<file path="src/rtl/sag_pkg.sv">
// Summary of operation
// RQ1: Physical address is segment shifted left four bits plus offset, twenty bits wide.
// RQ2: Memory addresses pair a 16-bit segment from four segment registers with an offset.
// RQ3: Fetches and immediates use code segment; ordinary data uses data segment.
// RQ4: Stack pushes and pops use the stack segment.
// RQ5: References based on the base pointer default to the stack segment.
// RQ6: String references indexed by destination index use the extra segment.
// RQ7: Separate I/O space of 64K bytes or 32K words, reached only by I/O instructions.
// RQ8: Port address comes from an 8-bit instruction field or the port address register.
// RQ9: An 8-bit port field is zero-extended so the upper eight address bits are low.
// RQ10: Carry out of bit 19 is dropped so addresses wrap within one megabyte.
package sag_pkg;
    localparam int SEG_W        = 16;
    localparam int OFS_W        = 16;
    localparam int PHYS_W       = 20;
    localparam int SEG_SHIFT    = 4;
    localparam int PORT_W       = 16;
    localparam int PORT_FIELD_W = 8;

    typedef enum logic [2:0] {
        SAG_REF_FETCH,
        SAG_REF_DATA,
        SAG_REF_STACK,
        SAG_REF_STRING_DEST,
        SAG_REF_IO
    } sag_ref_t;

    typedef enum logic [1:0] {
        SAG_SEG_CODE,
        SAG_SEG_DATA,
        SAG_SEG_STACK,
        SAG_SEG_EXTRA
    } sag_seg_t;
endpackage : sag_pkg

</file>
<file path="src/rtl/sag_phys_add.sv">
`timescale 1ns/1ps
module sag_phys_add
    import sag_pkg::*;
(
    // Operands.
    input  wire logic [SEG_W-1:0]  seg,
    input  wire logic [OFS_W-1:0]  ofs,
    // Result.
    output logic      [PHYS_W-1:0] phys
);
    wire logic [PHYS_W-1:0] seg_shifted;
    wire logic [PHYS_W-1:0] ofs_ext;

    assign seg_shifted = {seg, {SEG_SHIFT{1'b0}}}; // RQ1
    assign ofs_ext     = {{(PHYS_W-OFS_W){1'b0}}, ofs};
    // The sum is kept at twenty bits so any carry out of the top bit is lost.
    assign phys        = seg_shifted + ofs_ext; // RQ10
endmodule : sag_phys_add

</file>
<file path="src/rtl/sag_top.sv">
`timescale 1ns/1ps
module sag_top
    import sag_pkg::*;
(
    // Clock and reset.
    input  wire logic                    clk,
    input  wire logic                    nrst,
    // Request from the decoder.
    input  wire logic                    req_valid,
    input  wire sag_ref_t                ref_kind,
    input  wire logic                    uses_base_pointer_reg,
    input  wire logic [OFS_W-1:0]        offset,
    input  wire logic                    io_word,
    input  wire logic                    io_port_from_gpr,
    input  wire logic [PORT_FIELD_W-1:0] io_port_field,
    // Register file values.
    input  wire logic [SEG_W-1:0]        code_segment_reg,
    input  wire logic [SEG_W-1:0]        data_segment_reg,
    input  wire logic [SEG_W-1:0]        stack_segment_reg,
    input  wire logic [SEG_W-1:0]        extra_segment_reg,
    input  wire logic [PORT_W-1:0]       port_addr_gpr,
    // Toward the bus interface unit.
    output logic                         mem_valid,
    output logic [PHYS_W-1:0]            mem_addr,
    output sag_seg_t                     mem_seg,
    output logic                         io_valid,
    output logic [PORT_W-1:0]            io_addr,
    output logic                         io_word_q
);
    wire sag_seg_t          seg_sel;
    wire logic [SEG_W-1:0]  seg_val;
    wire logic [PHYS_W-1:0] phys;
    wire logic [PORT_W-1:0] port_addr;
    wire logic              is_io;
    wire logic              mem_take;
    wire logic              kind_fetch;
    wire logic              kind_data;
    wire logic              kind_stack;
    wire logic              kind_dest;
    wire logic              kind_io;
    wire logic [SEG_W-1:0]  seg_bank [4];
    wire logic [SEG_W-1:0]  seg_pick [4];

    // The adder relies on the shifted segment filling the physical width exactly.
    if (PHYS_W != SEG_W + SEG_SHIFT) begin : g_bad_phys_w
        $error("physical width must equal segment width plus shift");
    end
    // The offset must be narrower than the sum and the port field must leave room to zero-extend.
    if (OFS_W >= PHYS_W || PORT_FIELD_W >= PORT_W) begin : g_bad_narrow_w
        $error("offset or port field too wide for its target");
    end

    // One-hot decode of the reference kind.
    assign kind_fetch = (ref_kind == SAG_REF_FETCH);
    assign kind_data  = (ref_kind == SAG_REF_DATA);
    assign kind_stack = (ref_kind == SAG_REF_STACK);
    assign kind_dest  = (ref_kind == SAG_REF_STRING_DEST);
    assign kind_io    = (ref_kind == SAG_REF_IO);

    // Segment chosen implicitly by the kind of reference.
    assign seg_sel = kind_fetch            ? SAG_SEG_CODE :  // RQ3
                     kind_stack            ? SAG_SEG_STACK : // RQ4
                     kind_dest             ? SAG_SEG_EXTRA : // RQ6
                     uses_base_pointer_reg ? SAG_SEG_STACK : // RQ5
                                             SAG_SEG_DATA;   // RQ3

    // The four segment registers form a bank; the selected entry is picked by compare and OR.
    assign seg_bank[SAG_SEG_CODE]  = code_segment_reg;  // RQ2
    assign seg_bank[SAG_SEG_DATA]  = data_segment_reg;
    assign seg_bank[SAG_SEG_STACK] = stack_segment_reg;
    assign seg_bank[SAG_SEG_EXTRA] = extra_segment_reg;
    for (genvar s = 0; s < 4; s++) begin : g_seg
        assign seg_pick[s] = (seg_sel == 2'(s)) ? seg_bank[s] : '0;
    end
    assign seg_val = seg_pick[0] | seg_pick[1] | seg_pick[2] | seg_pick[3];

    sag_phys_add u_add (
        .seg  (seg_val),
        .ofs  (offset),
        .phys (phys)
    );

    // Only the I/O reference kind reaches the port space.
    assign is_io     = req_valid && kind_io;  // RQ7
    assign mem_take  = req_valid && !kind_io; // RQ7
    assign port_addr = io_port_from_gpr ? port_addr_gpr :                         // RQ8
                       {{(PORT_W-PORT_FIELD_W){1'b0}}, io_port_field};            // RQ9

    // The two strobes follow only the request of the previous edge, so back-to-back requests hold them high for several cycles.
    always_ff @(posedge clk or negedge nrst) begin
        if (!nrst) begin
            mem_valid <= 1'b0;
            io_valid  <= 1'b0;
        end else begin
            mem_valid <= mem_take; // RQ7
            io_valid  <= is_io;    // RQ7
        end
    end

    // The memory address and segment stand until the next memory request replaces them.
    always_ff @(posedge clk or negedge nrst) begin
        if (!nrst) begin
            mem_addr <= '0;
            mem_seg  <= SAG_SEG_CODE;
        end else if (mem_take) begin
            mem_addr <= phys;    // RQ1
            mem_seg  <= seg_sel; // RQ3
        end
    end

    // The port address and width stand until the next I/O request replaces them.
    always_ff @(posedge clk or negedge nrst) begin
        if (!nrst) begin
            io_addr   <= '0;
            io_word_q <= 1'b0;
        end else if (is_io) begin
            io_addr   <= port_addr; // RQ8
            io_word_q <= io_word;   // RQ7
        end
    end

    phys_form_a: assert property (@(posedge clk) disable iff (!nrst) // RQ1
        (req_valid && ref_kind == SAG_REF_DATA && !uses_base_pointer_reg) |=>
        mem_addr == PHYS_W'(({4'h0, $past(data_segment_reg)} << SEG_SHIFT) + $past(offset)))
        else $error("physical address wrong");

    fetch_seg_a: assert property (@(posedge clk) disable iff (!nrst) // RQ3
        (req_valid && ref_kind == SAG_REF_FETCH) |=> (mem_valid && mem_seg == SAG_SEG_CODE))
        else $error("fetch not on code segment");

    stack_seg_a: assert property (@(posedge clk) disable iff (!nrst) // RQ4
        (req_valid && ref_kind == SAG_REF_STACK) |=> (mem_valid && mem_seg == SAG_SEG_STACK))
        else $error("stack not on stack segment");

    bp_seg_a: assert property (@(posedge clk) disable iff (!nrst) // RQ5
        (req_valid && ref_kind == SAG_REF_DATA && uses_base_pointer_reg) |=> mem_seg == SAG_SEG_STACK)
        else $error("base pointer not on stack segment");

    dest_seg_a: assert property (@(posedge clk) disable iff (!nrst) // RQ6
        (req_valid && ref_kind == SAG_REF_STRING_DEST) |=> mem_seg == SAG_SEG_EXTRA)
        else $error("string dest not on extra segment");

    io_excl_a: assert property (@(posedge clk) disable iff (!nrst) // RQ7
        !(io_valid && mem_valid))
        else $error("io and memory both valid");

    io_gpr_a: assert property (@(posedge clk) disable iff (!nrst) // RQ8
        (is_io && io_port_from_gpr) |=> (io_valid && io_addr == $past(port_addr_gpr)))
        else $error("port address not from register");

    io_zext_a: assert property (@(posedge clk) disable iff (!nrst) // RQ9
        (is_io && !io_port_from_gpr) |=> io_addr[PORT_W-1:PORT_FIELD_W] == 8'h00)
        else $error("port field not zero extended");

    // Checks on the port address and width.
    io_field_a: assert property (@(posedge clk) disable iff (!nrst) // RQ9
        (is_io && !io_port_from_gpr) |=> io_addr == PORT_W'($past(io_port_field)))
        else $error("port field not carried to the port address");

    io_width_a: assert property (@(posedge clk) disable iff (!nrst) // RQ7
        is_io |=> io_word_q == $past(io_word))
        else $error("port width not carried");

    // Checks on the strobes.
    io_only_a: assert property (@(posedge clk) disable iff (!nrst) // RQ7
        is_io |=> (io_valid && !mem_valid))
        else $error("io request reached memory");

    mem_only_a: assert property (@(posedge clk) disable iff (!nrst) // RQ7
        mem_take |=> (mem_valid && !io_valid))
        else $error("memory request reached io space");

    idle_quiet_a: assert property (@(posedge clk) disable iff (!nrst) // RQ7
        !req_valid |=> (!mem_valid && !io_valid))
        else $error("strobe without a request");

    // Checks on the segment chosen for each kind.
    data_seg_a: assert property (@(posedge clk) disable iff (!nrst) // RQ3
        (req_valid && kind_data && !uses_base_pointer_reg) |=> (mem_valid && mem_seg == SAG_SEG_DATA))
        else $error("data not on data segment");

    fetch_bp_a: assert property (@(posedge clk) disable iff (!nrst) // RQ3
        (req_valid && kind_fetch && uses_base_pointer_reg) |=> mem_seg == SAG_SEG_CODE)
        else $error("base pointer moved a fetch off the code segment");

    stack_bp_a: assert property (@(posedge clk) disable iff (!nrst) // RQ4
        (req_valid && kind_stack && uses_base_pointer_reg) |=> mem_seg == SAG_SEG_STACK)
        else $error("base pointer moved a stack access off the stack segment");

    dest_bp_a: assert property (@(posedge clk) disable iff (!nrst) // RQ6
        (req_valid && kind_dest && uses_base_pointer_reg) |=> mem_seg == SAG_SEG_EXTRA)
        else $error("base pointer moved a string dest off the extra segment");

    // Checks on the address formed from the code, stack and extra segment registers.
    code_addr_a: assert property (@(posedge clk) disable iff (!nrst) // RQ2
        (req_valid && kind_fetch) |=>
        mem_addr == PHYS_W'(({4'h0, $past(code_segment_reg)} << SEG_SHIFT) + $past(offset)))
        else $error("fetch address not from code segment");

    stack_addr_a: assert property (@(posedge clk) disable iff (!nrst) // RQ4
        (req_valid && kind_stack) |=>
        mem_addr == PHYS_W'(({4'h0, $past(stack_segment_reg)} << SEG_SHIFT) + $past(offset)))
        else $error("stack address not from stack segment");

    bp_addr_a: assert property (@(posedge clk) disable iff (!nrst) // RQ5
        (req_valid && kind_data && uses_base_pointer_reg) |=>
        mem_addr == PHYS_W'(({4'h0, $past(stack_segment_reg)} << SEG_SHIFT) + $past(offset)))
        else $error("base pointer address not from stack segment");

    extra_addr_a: assert property (@(posedge clk) disable iff (!nrst) // RQ6
        (req_valid && kind_dest) |=>
        mem_addr == PHYS_W'(({4'h0, $past(extra_segment_reg)} << SEG_SHIFT) + $past(offset)))
        else $error("string dest address not from extra segment");

    addr_wrap_a: assert property (@(posedge clk) disable iff (!nrst) // RQ10
        mem_take |=> mem_addr == PHYS_W'((21'($past(seg_val)) << SEG_SHIFT) + 21'($past(offset))))
        else $error("carry out of the physical address kept");

    wrap_hit_a: assert property (@(posedge clk) disable iff (!nrst) // RQ10
        (mem_take && seg_val == 16'hffff && offset >= 16'h0010) |=> mem_addr == PHYS_W'($past(offset) - 16'h0010))
        else $error("top segment address did not wrap");

    // Memory address, segment, port address and port width stand until the next request of their own space.
    mem_hold_a: assert property (@(posedge clk) disable iff (!nrst) // RQ1
        !mem_take |=> ($stable(mem_addr) && $stable(mem_seg)))
        else $error("memory address changed without a request");

    io_hold_a: assert property (@(posedge clk) disable iff (!nrst) // RQ8
        !is_io |=> ($stable(io_addr) && $stable(io_word_q)))
        else $error("port address changed without a request");
endmodule : sag_top

</file>
<file path="config.mk">
export PLATFORM = sky130hd
export DESIGN_NAME = sag_top
export DESIGN_NICKNAME = d
export VERILOG_FILES = /design/src/rtl/sag_pkg.sv /design/src/rtl/sag_phys_add.sv /design/src/rtl/sag_top.sv
export SDC_FILE = /design/constraint.sdc
export NUM_CORES = 1
export LEC_CHECK = 0
export BUFFER_PORTS_ARGS = -buffer_cell sky130_fd_sc_hd__buf_2
export CAP_MARGIN = 20
export CORE_UTILIZATION = 30
export DETAILED_ROUTE_END_ITERATION = 8
export GPL_ROUTABILITY_DRIVEN = 0
export PLACE_DENSITY = 0.61
export SYNTH_ARGS = -nofsm -noshare
export SYNTH_HDL_FRONTEND = slang
export SYNTH_SLANG_ARGS = --single-unit
</file>
<file path="constraint.sdc">
create_clock -name clk -period 1.01 [get_ports clk]
set_input_delay 0.202 -clock clk [delete_from_list [all_inputs] [get_ports clk]]
set_output_delay 0.202 -clock clk [all_outputs]
set_load 0.01 [all_outputs]
</file>
Word-level counts from Yosys, hierarchy flattened
Cells that the tools add are included.
{ "word_totals": {"register_bits": 41, "inputBits": 113, "out_inout_bits": 41, "word_cells": 30} }
{ "op_classes": {"n_addsub": 1, "eq_ne": 6, "n_mux": 9, "bitwise": 3, "n_reduce_logical": 5} }
{ "ops": {"columns": ["cell", "n"], "rows": [
  ["$mux W16", 5],
  ["$or A16 B16 Y16", 3],
  ["$add A20 B16 Y20", 1],
  ["$mux W2", 4],
  ["$eq A3 B2 Y1 const B", 2],
  ["$eq A2 B2 Y1 const B", 2],
  ["$eq A3 B3 Y1 const B", 1],
  ["$logic_not A3 Y1", 1],
  ["$eq A2 B1 Y1 const B", 1],
  ["$logic_and A1 B1 Y1", 2],
  ["$logic_not A2 Y1", 1],
  ["$logic_not A1 Y1", 1]
]} }

Logic depth before layout (Yosys ltp)
Gate-level depths: netlist of the first run.
{ "logic_depth": {"depth_word": 10, "depth_mapped": 14} }

Modules after synthesis
A second synthesis of the first run with hierarchy kept.
{ "hier_totals": {"cells_unflattened": 323, "area_unflattened_um2": 3120.5} }
{ "by_module_without_submodules": {"columns": ["mod", "instances", "cells_per_inst", "area_per_inst_um2", "seq_area_each_um2"], "rows": [
  ["sag_top", 1, 213, 2282.2, 1026.0],
  ["sag_phys_add", 1, 110, 838.3, 0.0]
]} }

Worst setup path before layout of the first run
OpenSTA, ideal clock, no wires.
{ "synth_path": {"path_type": "input-to-reg", "from": "input ref_kind[0]", "to": "register mem_addr[18]", "arrival_time_ps": 2942, "required_ps": 915, "slack_ps": -2028, "cell_stages": 14, "n_path_buf": 2, "cell_sequence": "buf_2 > and2_1 > clkbuf_1 > a22oi_1 > nor2_1 > a221o_1 > ha_1 > fa_1 > a21o_1 > a21oi_1 > o31ai_2 > a221oi_2 > nor3_1 > o31ai_1"} }
{ "synth_via": {"elab_chain_cells": 10} }
{ "synth_rtl": {"columns": ["item", "line_no", "text"], "rows": [
  ["start: declaration", "sag_top.sv:10", "input wire sag_ref_t ref_kind,"],
  ["$eq A3 B2 Y1", "sag_top.sv:57", "assign kind_dest = (ref_kind == SAG_REF_STRING_DEST);"],
  ["$mux W2", "sag_top.sv:63", "kind_dest ? SAG_SEG_EXTRA :"],
  ["$mux W2", "sag_top.sv:62", "kind_stack ? SAG_SEG_STACK :"],
  ["$mux W2", "sag_top.sv:61", "assign seg_sel = kind_fetch ? SAG_SEG_CODE :"],
  ["$eq A2 B1 Y1 / $logic_not A2 Y1 (equally long branches)", "sag_top.sv:73", "assign seg_pick[s] = (seg_sel == 2'(s)) ? seg_bank[s] : '0;"],
  ["$mux W16", "sag_top.sv:73", null],
  ["$or A16 B16 Y16 (3 in a row)", "sag_top.sv:75", "assign seg_val = seg_pick[0] | seg_pick[1] | seg_pick[2] | seg_pick[3];"],
  ["$add A20 B16 Y20", "sag_phys_add.sv:17", "assign phys = seg_shifted + ofs_ext;"],
  ["end signal: assignment", "sag_top.sv:106", "mem_addr <= phys;"],
  ["end: declaration", "sag_top.sv:24", "output logic [PHYS_W-1:0] mem_addr,"]
]} }
Several ways; a longest one is shown, not always the timed one.
A chain may end at the register's enable or synchronous reset.

Final worst setup path of the first run
Ends and elaborated chain as after synthesis.

==> impl_metrics.json, run 1 <==
{
  "area_growth_pct": 87.48,
  "crit_arrival_ns": 2.57,
  "internal_power_mw": 4.324,
  "remaining_drc_errors": 0,
  "rsz0062_at_grt": "yes",
  "dpl-instance-area_mm2": 0.004088,
  "drive_gt1_share_pct": 58.33,
  "numCtsBuffers": 5,
  "max-slew-margin-rel_pct": 76.61,
  "worstSetupEndpointType": "flop",
  "vias": 3184,
  "dieArea_mm2": 0.009311,
  "ios": 154,
  "syn_area_mm2": 0.002679,
  "violations": "negative setup slack",
  "route.final.wire_length_mm": 8.907,
  "grt_max_degree": 42,
  "rows": 34,
  "ys_seq_area_share_pct": 38.30,
  "final_common_cell": "buf_2",
  "cp_max_fo": 6,
  "final_cell_mix": "136 x buf_2, 77 x buf_4, 54 x nand2_1, 41 x dfrtp_1, 25 x buf_6",
  "cts_tree": "yes",
  "detail-route-antenna-nets": 0,
  "synth-seq-cells": 41,
  "p_seq_share_pct": 32.8,
  "hold_viol": 0,
  "grt_antenna_before_repair": 0,
  "root_buffer": "clkbuf_8",
  "p_per_area_mw_per_mm2": 1283,
  "tightestPinTransition_ns": 0.3508,
  "initialDrtViolationCount": 62,
  "clk_latency_ns": 0.28,
  "fin_area_mm2": 0.005022,
  "outcome": "finished with violations",
  "start_util_pct": 30.87,
  "switching_share_pct": 32.87,
  "die_x_um": 96.50,
  "grt-ovfl-total": 0,
  "hold_depth": 3,
  "core-area_mm2": 0.008678,
  "placed_cells": 611,
  "finClkSkew_ns": 0,
  "setup_viol_count_final": 56,
  "ir_drop_mv": 0.5510,
  "drv_slew": 0,
  "drt_pre_antenna_iters": 4,
  "finalCritPeriodShare_pct": 235.4,
  "worst_slack_ns": -1.368,
  "pwr-share-comb_pct": 49.0,
  "power_mw": 6.442,
  "dpl.hpwl_mm": 6.587,
  "period_minus_slack_ns": 2.378,
  "worstSetupPathType": "input port to flop",
  "nets": 677,
  "htreeDepth": 2,
  "wire_per_inst_um": 13.50,
  "avgViaCountPerCell": 4.824,
  "p_switching_mw": 2.118,
  "hp-class": "input port to flop",
  "avgSynthCellArea_um2": 8.641,
  "maxCapViolCount": 0,
  "synth_nets": 436,
  "final_util_pct": 57.87,
  "grt_use_total_pct": 17.94,
  "startpoint_type": "input port",
  "n_antenna_cell": 0,
  "crit_required_ns": 1.21,
  "yosys_warnings": 0,
  "r2r_cells": 4,
  "grt_pass1_wl_mm": 12.88,
  "worst_hold_slack_ns": 0.09726,
  "port_buffers": 153,
  "fmax_mhz": 420.6,
  "yosysUniqueCellTypes": 42,
  "leakagePower_nw": 2.534,
  "fp.dieH_um": 96.50,
  "p_clk_share_pct": 18.2,
  "syn_inst": 310,
  "cts_max_path_buffers": 2,
  "clk_pin_slew_ns": 0.08,
  "grt_pass1_vias": 2829,
  "finalNonFillerCells": 660,
  "cts_sinks": 41
}
[cell usage after synthesis, drive strengths merged]
| library cell | instances | share of area (%) |
|---|---|---|
| nand3 | 5 | 0.93 |
| xor2 | 4 | 1.3 |
| mux2i | 12 | 4.5 |
| a211oi | 5 | 1.8 |
| dfrtp | 41 | 38 |
| fa | 1 | 0.75 |
| a221oi | 3 | 1.2 |
| mux2 | 1 | 0.42 |
| nor2 | 24 | 3.4 |
| a31oi | 1 | 0.23 |
| ha | 12 | 5.6 |
| nor3 | 2 | 0.37 |
| or4 | 1 | 0.28 |
| buf | 2 | 0.61 |
| o21ai | 33 | 6.2 |
| xnor2 | 5 | 1.6 |
| o21a | 3 | 0.84 |
| a221o | 12 | 4.5 |
| o31a | 1 | 0.33 |
| a21o | 4 | 1.1 |
| o21bai | 1 | 0.28 |
| clkbuf | 16 | 2.2 |
| a311oi | 2 | 0.89 |
| o211ai | 1 | 0.28 |
| a22oi | 15 | 4.2 |
| a22o | 2 | 0.65 |
| nand2 | 64 | 9.0 |
| o22ai | 2 | 0.47 |
| nand2b | 4 | 0.93 |
| and4 | 1 | 0.33 |
| a21boi | 4 | 1.1 |
| o31ai | 4 | 1.3 |
| inv | 5 | 0.70 |
| a21oi | 12 | 2.2 |
| and2 | 2 | 0.47 |
| nand4 | 3 | 0.70 |
[power groups by stage]
stage | combinational [mW] | clock, mW | sequential, mW
after floorplan | 1.08 | 0 | 2.28
after global routing | 3.47 | 1.30 | 2.16
final | 3.16 | 1.17 | 2.11
after global placement | 2.34 | 0 | 2.11
after detailed placement | 2.37 | 0 | 2.12
after CTS | 2.81 | 1.21 | 2.09
[final cells by class]
type / instances / area (µm²)
well taps: 108 / 135.1
clock inverters: 1 / 5.005
inverters: 5 / 23.77
flip-flops and latches: 41 / 1026
multi-input cells: 246 / 1903
repair buffers: 252 / 1833
clock buffers: 7 / 96.34
fillers: 784 / 3656
[worst max-delay path: stages]
cell and delay, ns:
buf_12 0.11, and2_4 0.19, a22oi_2 0.16, nor2_1 0.07, a221o_1 0.31, buf_6 0.13, fa_2 0.36, a21o_1 0.19
a21oi_4 0.17, o31ai_4 0.09, a221oi_4 0.32, nor3_2 0.06, o31ai_1 0.19
[metal layers]
metal,vias up,GRT usage [%],part of all wire [%]
li1,1617,-,-
met1,1432,20.76,41
met2,129,34.04,52
met3,6,3.365,6.5
met4,0,3.676,0.65
met5,-,0,0
[timing repair]
action                                  in CTS  in global routing
hold endpoints to repair                    41                  0
setup buffers                               21                 17
hold buffers                                 1                  0
resized for setup                           52                 50
pin swaps                                   17                 33
endpoints found under the setup margin      72                 81
cloned                                       1                  5
[through the flow]
stage | setup slack [ns] | TNS [ns]
after CTS | -1.402 | -19.87
after global placement | -1.811 | -36.17
after floorplan | -1.714 | -21.41
after detailed placement | -1.890 | -37.74
final | -1.368 | -25.07
after global routing | -1.442 | -28.81
[cell families after synthesis]
group | count (synthesis) | share of synthesized area (%)
compound gates | 105 | 27.60
xor+xnor | 9 | 2.942
fa+ha+maj | 13 | 6.352
buf+inv | 23 | 3.550
flops | 41 | 38.30
mux | 13 | 4.904
simple gates | 106 | 16.35
[final timing paths]
path / from / endpoint / slack (ns)
max: ref_kind[0] / mem_addr[18]$_DFFE_PN0P_ / -1.37
max reg2reg: mem_addr[15]$_DFFE_PN0P_ / mem_addr[15]$_DFFE_PN0P_ / 0.13
min in group asynchronous: nrst / mem_addr[0]$_DFFE_PN0P_ / 0.43
min: offset[0] / mem_addr[0]$_DFFE_PN0P_ / 0.1
min reg2reg: io_addr[11]$_DFFE_PN0P_ / io_addr[11]$_DFFE_PN0P_ / 0.48
max in group asynchronous: nrst / io_addr[7]$_DFFE_PN0P_ / 0.39
[state kept, by name, summed over array words and instances, names as in the netlist]
signal     cells
mem_valid      1
io_word_q      1
io_valid       1
mem_seg        2
io_addr       16
mem_addr      20
No activity file was read; power rests on OpenSTA's default activity.
==> run 2, diff against run 1 <==
--- a/config.mk
+++ b/config.mk
@@ -10,7 +10,7 @@
 export CORE_UTILIZATION = 30
 export DETAILED_ROUTE_END_ITERATION = 8
 export GPL_ROUTABILITY_DRIVEN = 0
-export PLACE_DENSITY = 0.61
+export PLACE_DENSITY = 0.64
 export SYNTH_ARGS = -nofsm -noshare
 export SYNTH_HDL_FRONTEND = slang
 export SYNTH_SLANG_ARGS = --single-unit
==> constraint.sdc (replaced) <==
create_clock -name clk -period 2 [get_ports clk]
set_input_delay 0.4 -clock clk [delete_from_list [all_inputs] [get_ports clk]]
set_output_delay 0.4 -clock clk [all_outputs]
set_load 0.01 [all_outputs]
==> run 2 against run 1 <==
Effect of this change:
- sequential share of layout area rose by 2.1 points
- routed wire length fell by 5.9%
- via count fell by 3.8%
- non-clock buffer count fell by 30
- clock power fell by 50%
- largest cell class unchanged
- utilization fell by 5.5 points
- global-route usage fell by 0.60 points
- the run still ends with negative setup slack left
- critical path depth rose by 1
- sequential power fell by 50%
- setup slack improved by 0.74 ns
- cell area fell by 9.5%
- register-to-register slack improved by 1.1 ns
==> impl_metrics.json, run 2 (synthesis results as in run 1) <==
{
  "outcome": "finished with violations",
  "violations": "negative setup slack",
  "grt_max_degree": 35,
  "clk_pin_slew_ns": 0.08,
  "remaining_drc_errors": 0,
  "max-slew-margin-rel_pct": 73.94,
  "cts_max_path_buffers": 2,
  "die_x_um": 96.50,
  "numCtsBuffers": 5,
  "worst_hold_slack_ns": 0.02585,
  "finalNonFillerCells": 630,
  "cts_hold_buf": 0,
  "largest_reg_flops": 20,
  "hp-class": "input port to asynchronous set/reset pin",
  "drive_gt1_share_pct": 54.60,
  "setup_tns_ns": -6.041,
  "route.final.wire_length_mm": 8.383,
  "tightestPinTransition_ns": 0.3908,
  "grt_pass1_vias": 2860,
  "grt-ovfl-total": 0,
  "vias": 3062,
  "crit_required_ns": 2.20,
  "num-fill-cells": 852,
  "cp_max_fo": 5,
  "p_per_area_mw_per_mm2": 667.1,
  "rows": 34,
  "root_buffer": "clkbuf_8",
  "area_growth_pct": 69.73,
  "cts_sinks": 41,
  "hold_viol": 0,
  "grt_antenna_before_repair": 0,
  "drv_slew": 0,
  "crit_arrival_ns": 2.83,
  "worstSetupPathType": "input port to flop",
  "avgViaCountPerCell": 4.860,
  "rsz0062_at_grt": "yes",
  "path_cells": "buf_8 > nand2b_4 > a21boi_4 > o21bai_4 > a221o_1 > ha_2 > fa_2 > a21o_1 > a21oi_4 > o31ai_4 > a221oi_2 > buf_4 > nor3_2 > o31ai_2",
  "worstSetupEndpointType": "flop",
  "post-place-ws_ns": -1.060,
  "cts_tree": "yes",
  "fmax_mhz": 380.4,
  "dpl-instance-area_mm2": 0.003955,
  "maxCapViolCount": 0,
  "drt_pre_antenna_iters": 4,
  "final_util_pct": 52.39,
  "grt_use_total_pct": 17.34,
  "finClkSkew_ns": 0,
  "wire_per_inst_um": 13.31,
  "n_antenna_cell": 0,
  "detail-route-antenna-nets": 0,
  "largest-register": "mem_addr",
  "seqCellArea_mm2": 0.001026,
  "fin_area_mm2": 0.004547,
  "htreeDepth": 2,
  "period_minus_slack_ns": 2.629,
  "final_common_cell": "buf_2",
  "startpoint_type": "input port",
  "worst_path_max_delay_cell": "fa_2",
  "critPathMaxStageDelay_ns": 0.35,
  "power_mw": 3.033,
  "worst_slack_ns": -0.6287,
  "reg.largest.list": "mem_addr x20, io_addr x16, mem_seg x2",
  "grt_pass1_wl_mm": 12.58,
  "start_util_pct": 30.87,
  "clk_latency_ns": 0.28,
  "nets": 647,
  "setup_viol_count_final": 14,
  "dpl.hpwl_mm": 6.586,
  "port_buffers": 153,
  "ir_drop_mv": 0.2573,
  "final_cell_mix": "151 x buf_2, 63 x nand2_1, 58 x buf_4, 41 x dfrtp_1, 22 x o21ai_1",
  "fp.dieH_um": 96.50,
  "leakagePower_nw": 2.288,
  "finalCritPeriodShare_pct": 131.4,
  "dieArea_mm2": 0.009311,
  "initialDrtViolationCount": 92,
  "ios": 154,
  "multi_input_area_mm2": 0.001914,
  "core-area_mm2": 0.008678,
  "placed_cells": 603
}
run 2: worst paths after layout:
| kind | start | to | slack [ns] | cells past startpoint |
|---|---|---|---|---|
| worst max-delay path | ref_kind[1] | mem_addr[18]$_DFFE_PN0P_ | -0.63 | 14 |
| worst min-delay path | nrst | io_addr[13]$_DFFE_PN0P_ | 0.03 | 1 |
| worst max register to register | io_word_q$_DFFE_PN0P_ | io_word_q$_DFFE_PN0P_ | 1.26 | 1 |
| worst min register to register | mem_addr[3]$_DFFE_PN0P_ | mem_addr[3]$_DFFE_PN0P_ | 0.47 | 2 |
| max in group asynchronous | nrst | mem_addr[11]$_DFFE_PN0P_ | 1.42 | 2 |
| min in group clk | offset[0] | mem_addr[0]$_DFFE_PN0P_ | 0.31 | 3 |
run 2: area by class of cell:
| cell class | count | area share [%] |
|---|---|---|
| Inverter | 5 | 0.4678 |
| Clock inverter | 1 | 0.1101 |
| Timing Repair Buffer | 222 | 29.66 |
| Tap cell | 108 | 2.972 |
| Sequential cell | 41 | 22.56 |
| Clock buffer | 7 | 2.119 |
| Multi-Input combinational cell | 246 | 42.10 |
run 2: metal layers:
layer	GRT usage [%]	vias up	share of wire, %
met5	0	-	0
li1	-	1549	-
met1	20.96	1385	43
met4	5.637	0	1.3
met2	31.63	119	50
met3	2.191	9	6.2
run 2: what timing repair did:
action	in CTS	in global routing
pin swaps	29	40
setup endpoints to repair	14	14
setup buffers	12	9
gates resized for setup	37	36
run 2: worst max-delay path, delay by kind of cell:
family,cells,cell delay (ns)
compound gates,8,1.46
fa+ha+maj,2,0.54
buf+inv,2,0.26
simple gates,2,0.17
run 2: power by group:
part | internal (mW) | switching, mW | leakage, nW
Sequential | 0.982 | 0.0759 | 0.511
Combinational | 0.714 | 0.678 | 1.72
Clock | 0.312 | 0.271 | 0.0542
Total | 2.01 | 1.02 | 2.29
==> run 3, diff against run 2 <==
--- a/config.mk
+++ b/config.mk
@@ -10,7 +10,8 @@
 export CORE_UTILIZATION = 30
 export DETAILED_ROUTE_END_ITERATION = 8
 export GPL_ROUTABILITY_DRIVEN = 0
-export PLACE_DENSITY = 0.64
+export PLACE_DENSITY = 0.61
 export SYNTH_ARGS = -nofsm -noshare
 export SYNTH_HDL_FRONTEND = slang
+export SYNTH_HIERARCHICAL = 1
 export SYNTH_SLANG_ARGS = --single-unit
==> run 3 against run 2 <==
Effect of this change:
- the flow still finishes with violations (negative setup slack)
- via count is 8.6% higher
- cell area rose by 12%
- sequential share of layout area shrank 2.5 points
- utilization down 0.87 points
- critical path type unchanged
- critical endpoint is now mem_addr[12]$_DFFE_PN0P_
==> impl_metrics.json, run 3 <==
{
  "outcome": "finished with violations",
  "violations": "negative setup slack",
  "htreeDepth": 2,
  "cts_tree": "yes",
  "fp.dieH_um": 104.0,
  "avgViaCountPerCell": 4.906,
  "synth_nets": 449,
  "synth-seq-cells": 41,
  "drt_pre_antenna_iters": 4,
  "wire_per_inst_um": 15.02,
  "ys_seq_area_share_pct": 32.88,
  "worst_slack_ns": -0.7153,
  "yosysUniqueCellTypes": 53,
  "syn_inst": 323,
  "route.final.wire_length_mm": 10.18,
  "period_minus_slack_ns": 2.715,
  "grt_use_total_pct": 18.61,
  "maxCapViolCount": 0,
  "grt_antenna_before_repair": 0,
  "core-area_mm2": 0.009910,
  "finalCritPeriodShare_pct": 135.8,
  "area_growth_pct": 63.63,
  "syn_area_mm2": 0.003120,
  "worstSetupEndpointType": "flop",
  "synth_most_common_cell": "dfrtp_1",
  "synth-edff-count": 0,
  "leakagePower_nw": 2.588,
  "p_per_area_mw_per_mm2": 717.4,
  "hp-class": "input port to asynchronous set/reset pin",
  "synthTopCellsByCount": "41 x dfrtp_1, 39 x nand2_1, 24 x mux2i_1",
  "worstSetupPathType": "input port to flop",
  "yosysTopAreaCellShare_pct": 32.88,
  "grt_pass1_vias": 3468,
  "hold_viol": 0,
  "crit_arrival_ns": 2.90,
  "largest-register": "mem_addr",
  "port_buffers": 153,
  "synth.area.top_cells": "dfrtp_1 33%, mux2i_1 7.7%, mux2_1 6.5%",
  "cts_max_path_buffers": 2,
  "clk_pin_slew_ns": 0.09,
  "die_x_um": 104.0,
  "synth_ff_type": "dfrtp_1",
  "numCtsBuffers": 5,
  "rows": 36,
  "cts_sinks": 41,
  "reg.largest.list": "mem_addr x20, io_addr x16, mem_seg x2",
  "final_cell_mix": "151 x buf_2, 74 x buf_4, 41 x dfrtp_1, 38 x nand2_1, 23 x inv_1",
  "n_antenna_cell": 0,
  "dpl.hpwl_mm": 7.861,
  "final_common_cell": "buf_2",
  "ios": 154,
  "grt_max_degree": 42,
  "startpoint_type": "input port",
  "initialDrtViolationCount": 88,
  "remaining_drc_errors": 0,
  "placed_cells": 659,
  "start_util_pct": 31.49,
  "async_flop_share_pct": 100.0,
  "path_cells": "buf_8 > nor2b_4 > o21a_4 > a221o_1 > ha_2 > fa_2 > a21o_1 > a221oi_4 > or4_1 > nand4_1 > mux2_4",
  "rsz0062_at_grt": "yes",
  "dieArea_mm2": 0.01081,
  "worst_hold_slack_ns": 0.1472,
  "worst_path_max_delay_cell": "a221oi_4",
  "avgSynthCellArea_um2": 9.661,
  "yosys_warnings": 6,
  "synth_top_cell_by_area": "dfrtp_1",
  "grt_pass1_wl_mm": 16.60,
  "clk_latency_ns": 0.30,
  "root_buffer": "clkbuf_8",
  "detail-route-antenna-nets": 0,
  "fmax_mhz": 368.3,
  "tightestPinTransition_ns": 0.5195,
  "num-fill-cells": 949,
  "vias": 3326,
  "setup_viol_count_final": 14,
  "drv_slew": 0,
  "critPathMaxStageDelay_ns": 0.38,
  "finClkSkew_ns": 0,
  "cts_hold_buf": 0,
  "drive_gt1_share_pct": 56.33,
  "largest_reg_flops": 20,
  "nets": 670,
  "crit_required_ns": 2.18,
  "finalNonFillerCells": 678,
  "grt-ovfl-total": 0,
  "max-slew-margin-rel_pct": 65.37,
  "ir_drop_mv": 0.4761,
  "cp_max_fo": 6
}
==> run 3: path summary, 6_finish.rpt <==
path                                         start                  endpoint  slack [ns]  cells past startpoint
setup / recovery                       ref_kind[0]  mem_addr[12]$_DFFE_PN0P_       -0.72                     11
hold / removal                                nrst        io_valid$_DFF_PN0_        0.15                      2
setup reg to reg            mem_seg[0]$_DFFE_PN0P_    mem_seg[0]$_DFFE_PN0P_        1.02                      2
hold reg to reg            io_addr[13]$_DFFE_PN0P_   io_addr[13]$_DFFE_PN0P_        0.47                      2
max in group asynchronous                     nrst    mem_seg[0]$_DFFE_PN0P_        1.49                      2
min in group clk                           io_word     io_word_q$_DFFE_PN0P_        0.29                      3
==> run 3: logic make-up (layout without fill, tap and decap cells) <==
group           Yosys count  in the layout  synth area share (%)
simple gates             81             81                 12.55
mux                      44             44                 14.92
buf+inv                  48            270                 8.540
flops                    41             41                 32.88
compound gates           87             87                 23.14
xor+xnor                  9              9                 2.526
fa+ha+maj                13             13                 5.453
==> run 3: area by class of cell <==
class	count	area, µm²	share of cell area (%)
Timing Repair Buffer	238	1491	29.21
Inverter	24	90.09	1.764
Clock inverter	3	68.82	1.348
Tap cell	133	166.4	3.259
Clock buffer	5	68.82	1.348
Sequential cell	41	1026	20.09
Multi-Input combinational cell	234	2195	42.98
==> run 3: where the power goes <==
part | total, mW | internal [mW] | switching (mW)
clock network | 0.815 | 0.503 | 0.313
registers | 1.12 | 1.02 | 0.0985
logic | 1.73 | 0.934 | 0.794
total | 3.66 | 2.46 | 1.20
==> run 3: critical path, delay by kind of cell <==
kind / cells / cell delay [ns]
AO/OA/AOI/OAI: 4 / 1.18
adder cells (fa/ha/maj): 2 / 0.56
multiplexers: 1 / 0.27
AND/OR/NAND/NOR: 3 / 0.39
buffers and inverters: 1 / 0.10
==> run 3: per-layer routing <==
layer,track usage [%],wire (µm),vias to the layer above
met5,0,0,-
met4,3.776,155,0
met3,3.446,427,18
met2,34.14,5200,88
met1,22.51,4400,1574
li1,-,-,1646
==> run 3: repair_timing <==
item / CTS / global route
cloned: 0 / 0
pin swaps: 28 / 29
setup endpoints to repair: 14 / 14
hold endpoints to repair: 0 / 0
setup buffers: 7 / 6
resized for setup: 40 / 29
==> run 3: through the flow <==
step	cell area (µm²)	TNS [ns]	power [mW]	utilization [%]	worst slack, ns
after global routing	5106	-8.145	3.903	51.53	-0.7866
final	5106	-7.332	3.663	51.53	-0.7153
after CTS	4918	-6.319	3.576	49.63	-0.6202
after floorplan	3192	-9.505	1.902	-	-0.9516
after detailed placement	4507	-12.24	2.577	45.48	-1.034
after global placement	4507	-11.79	2.544	45.48	-1.001
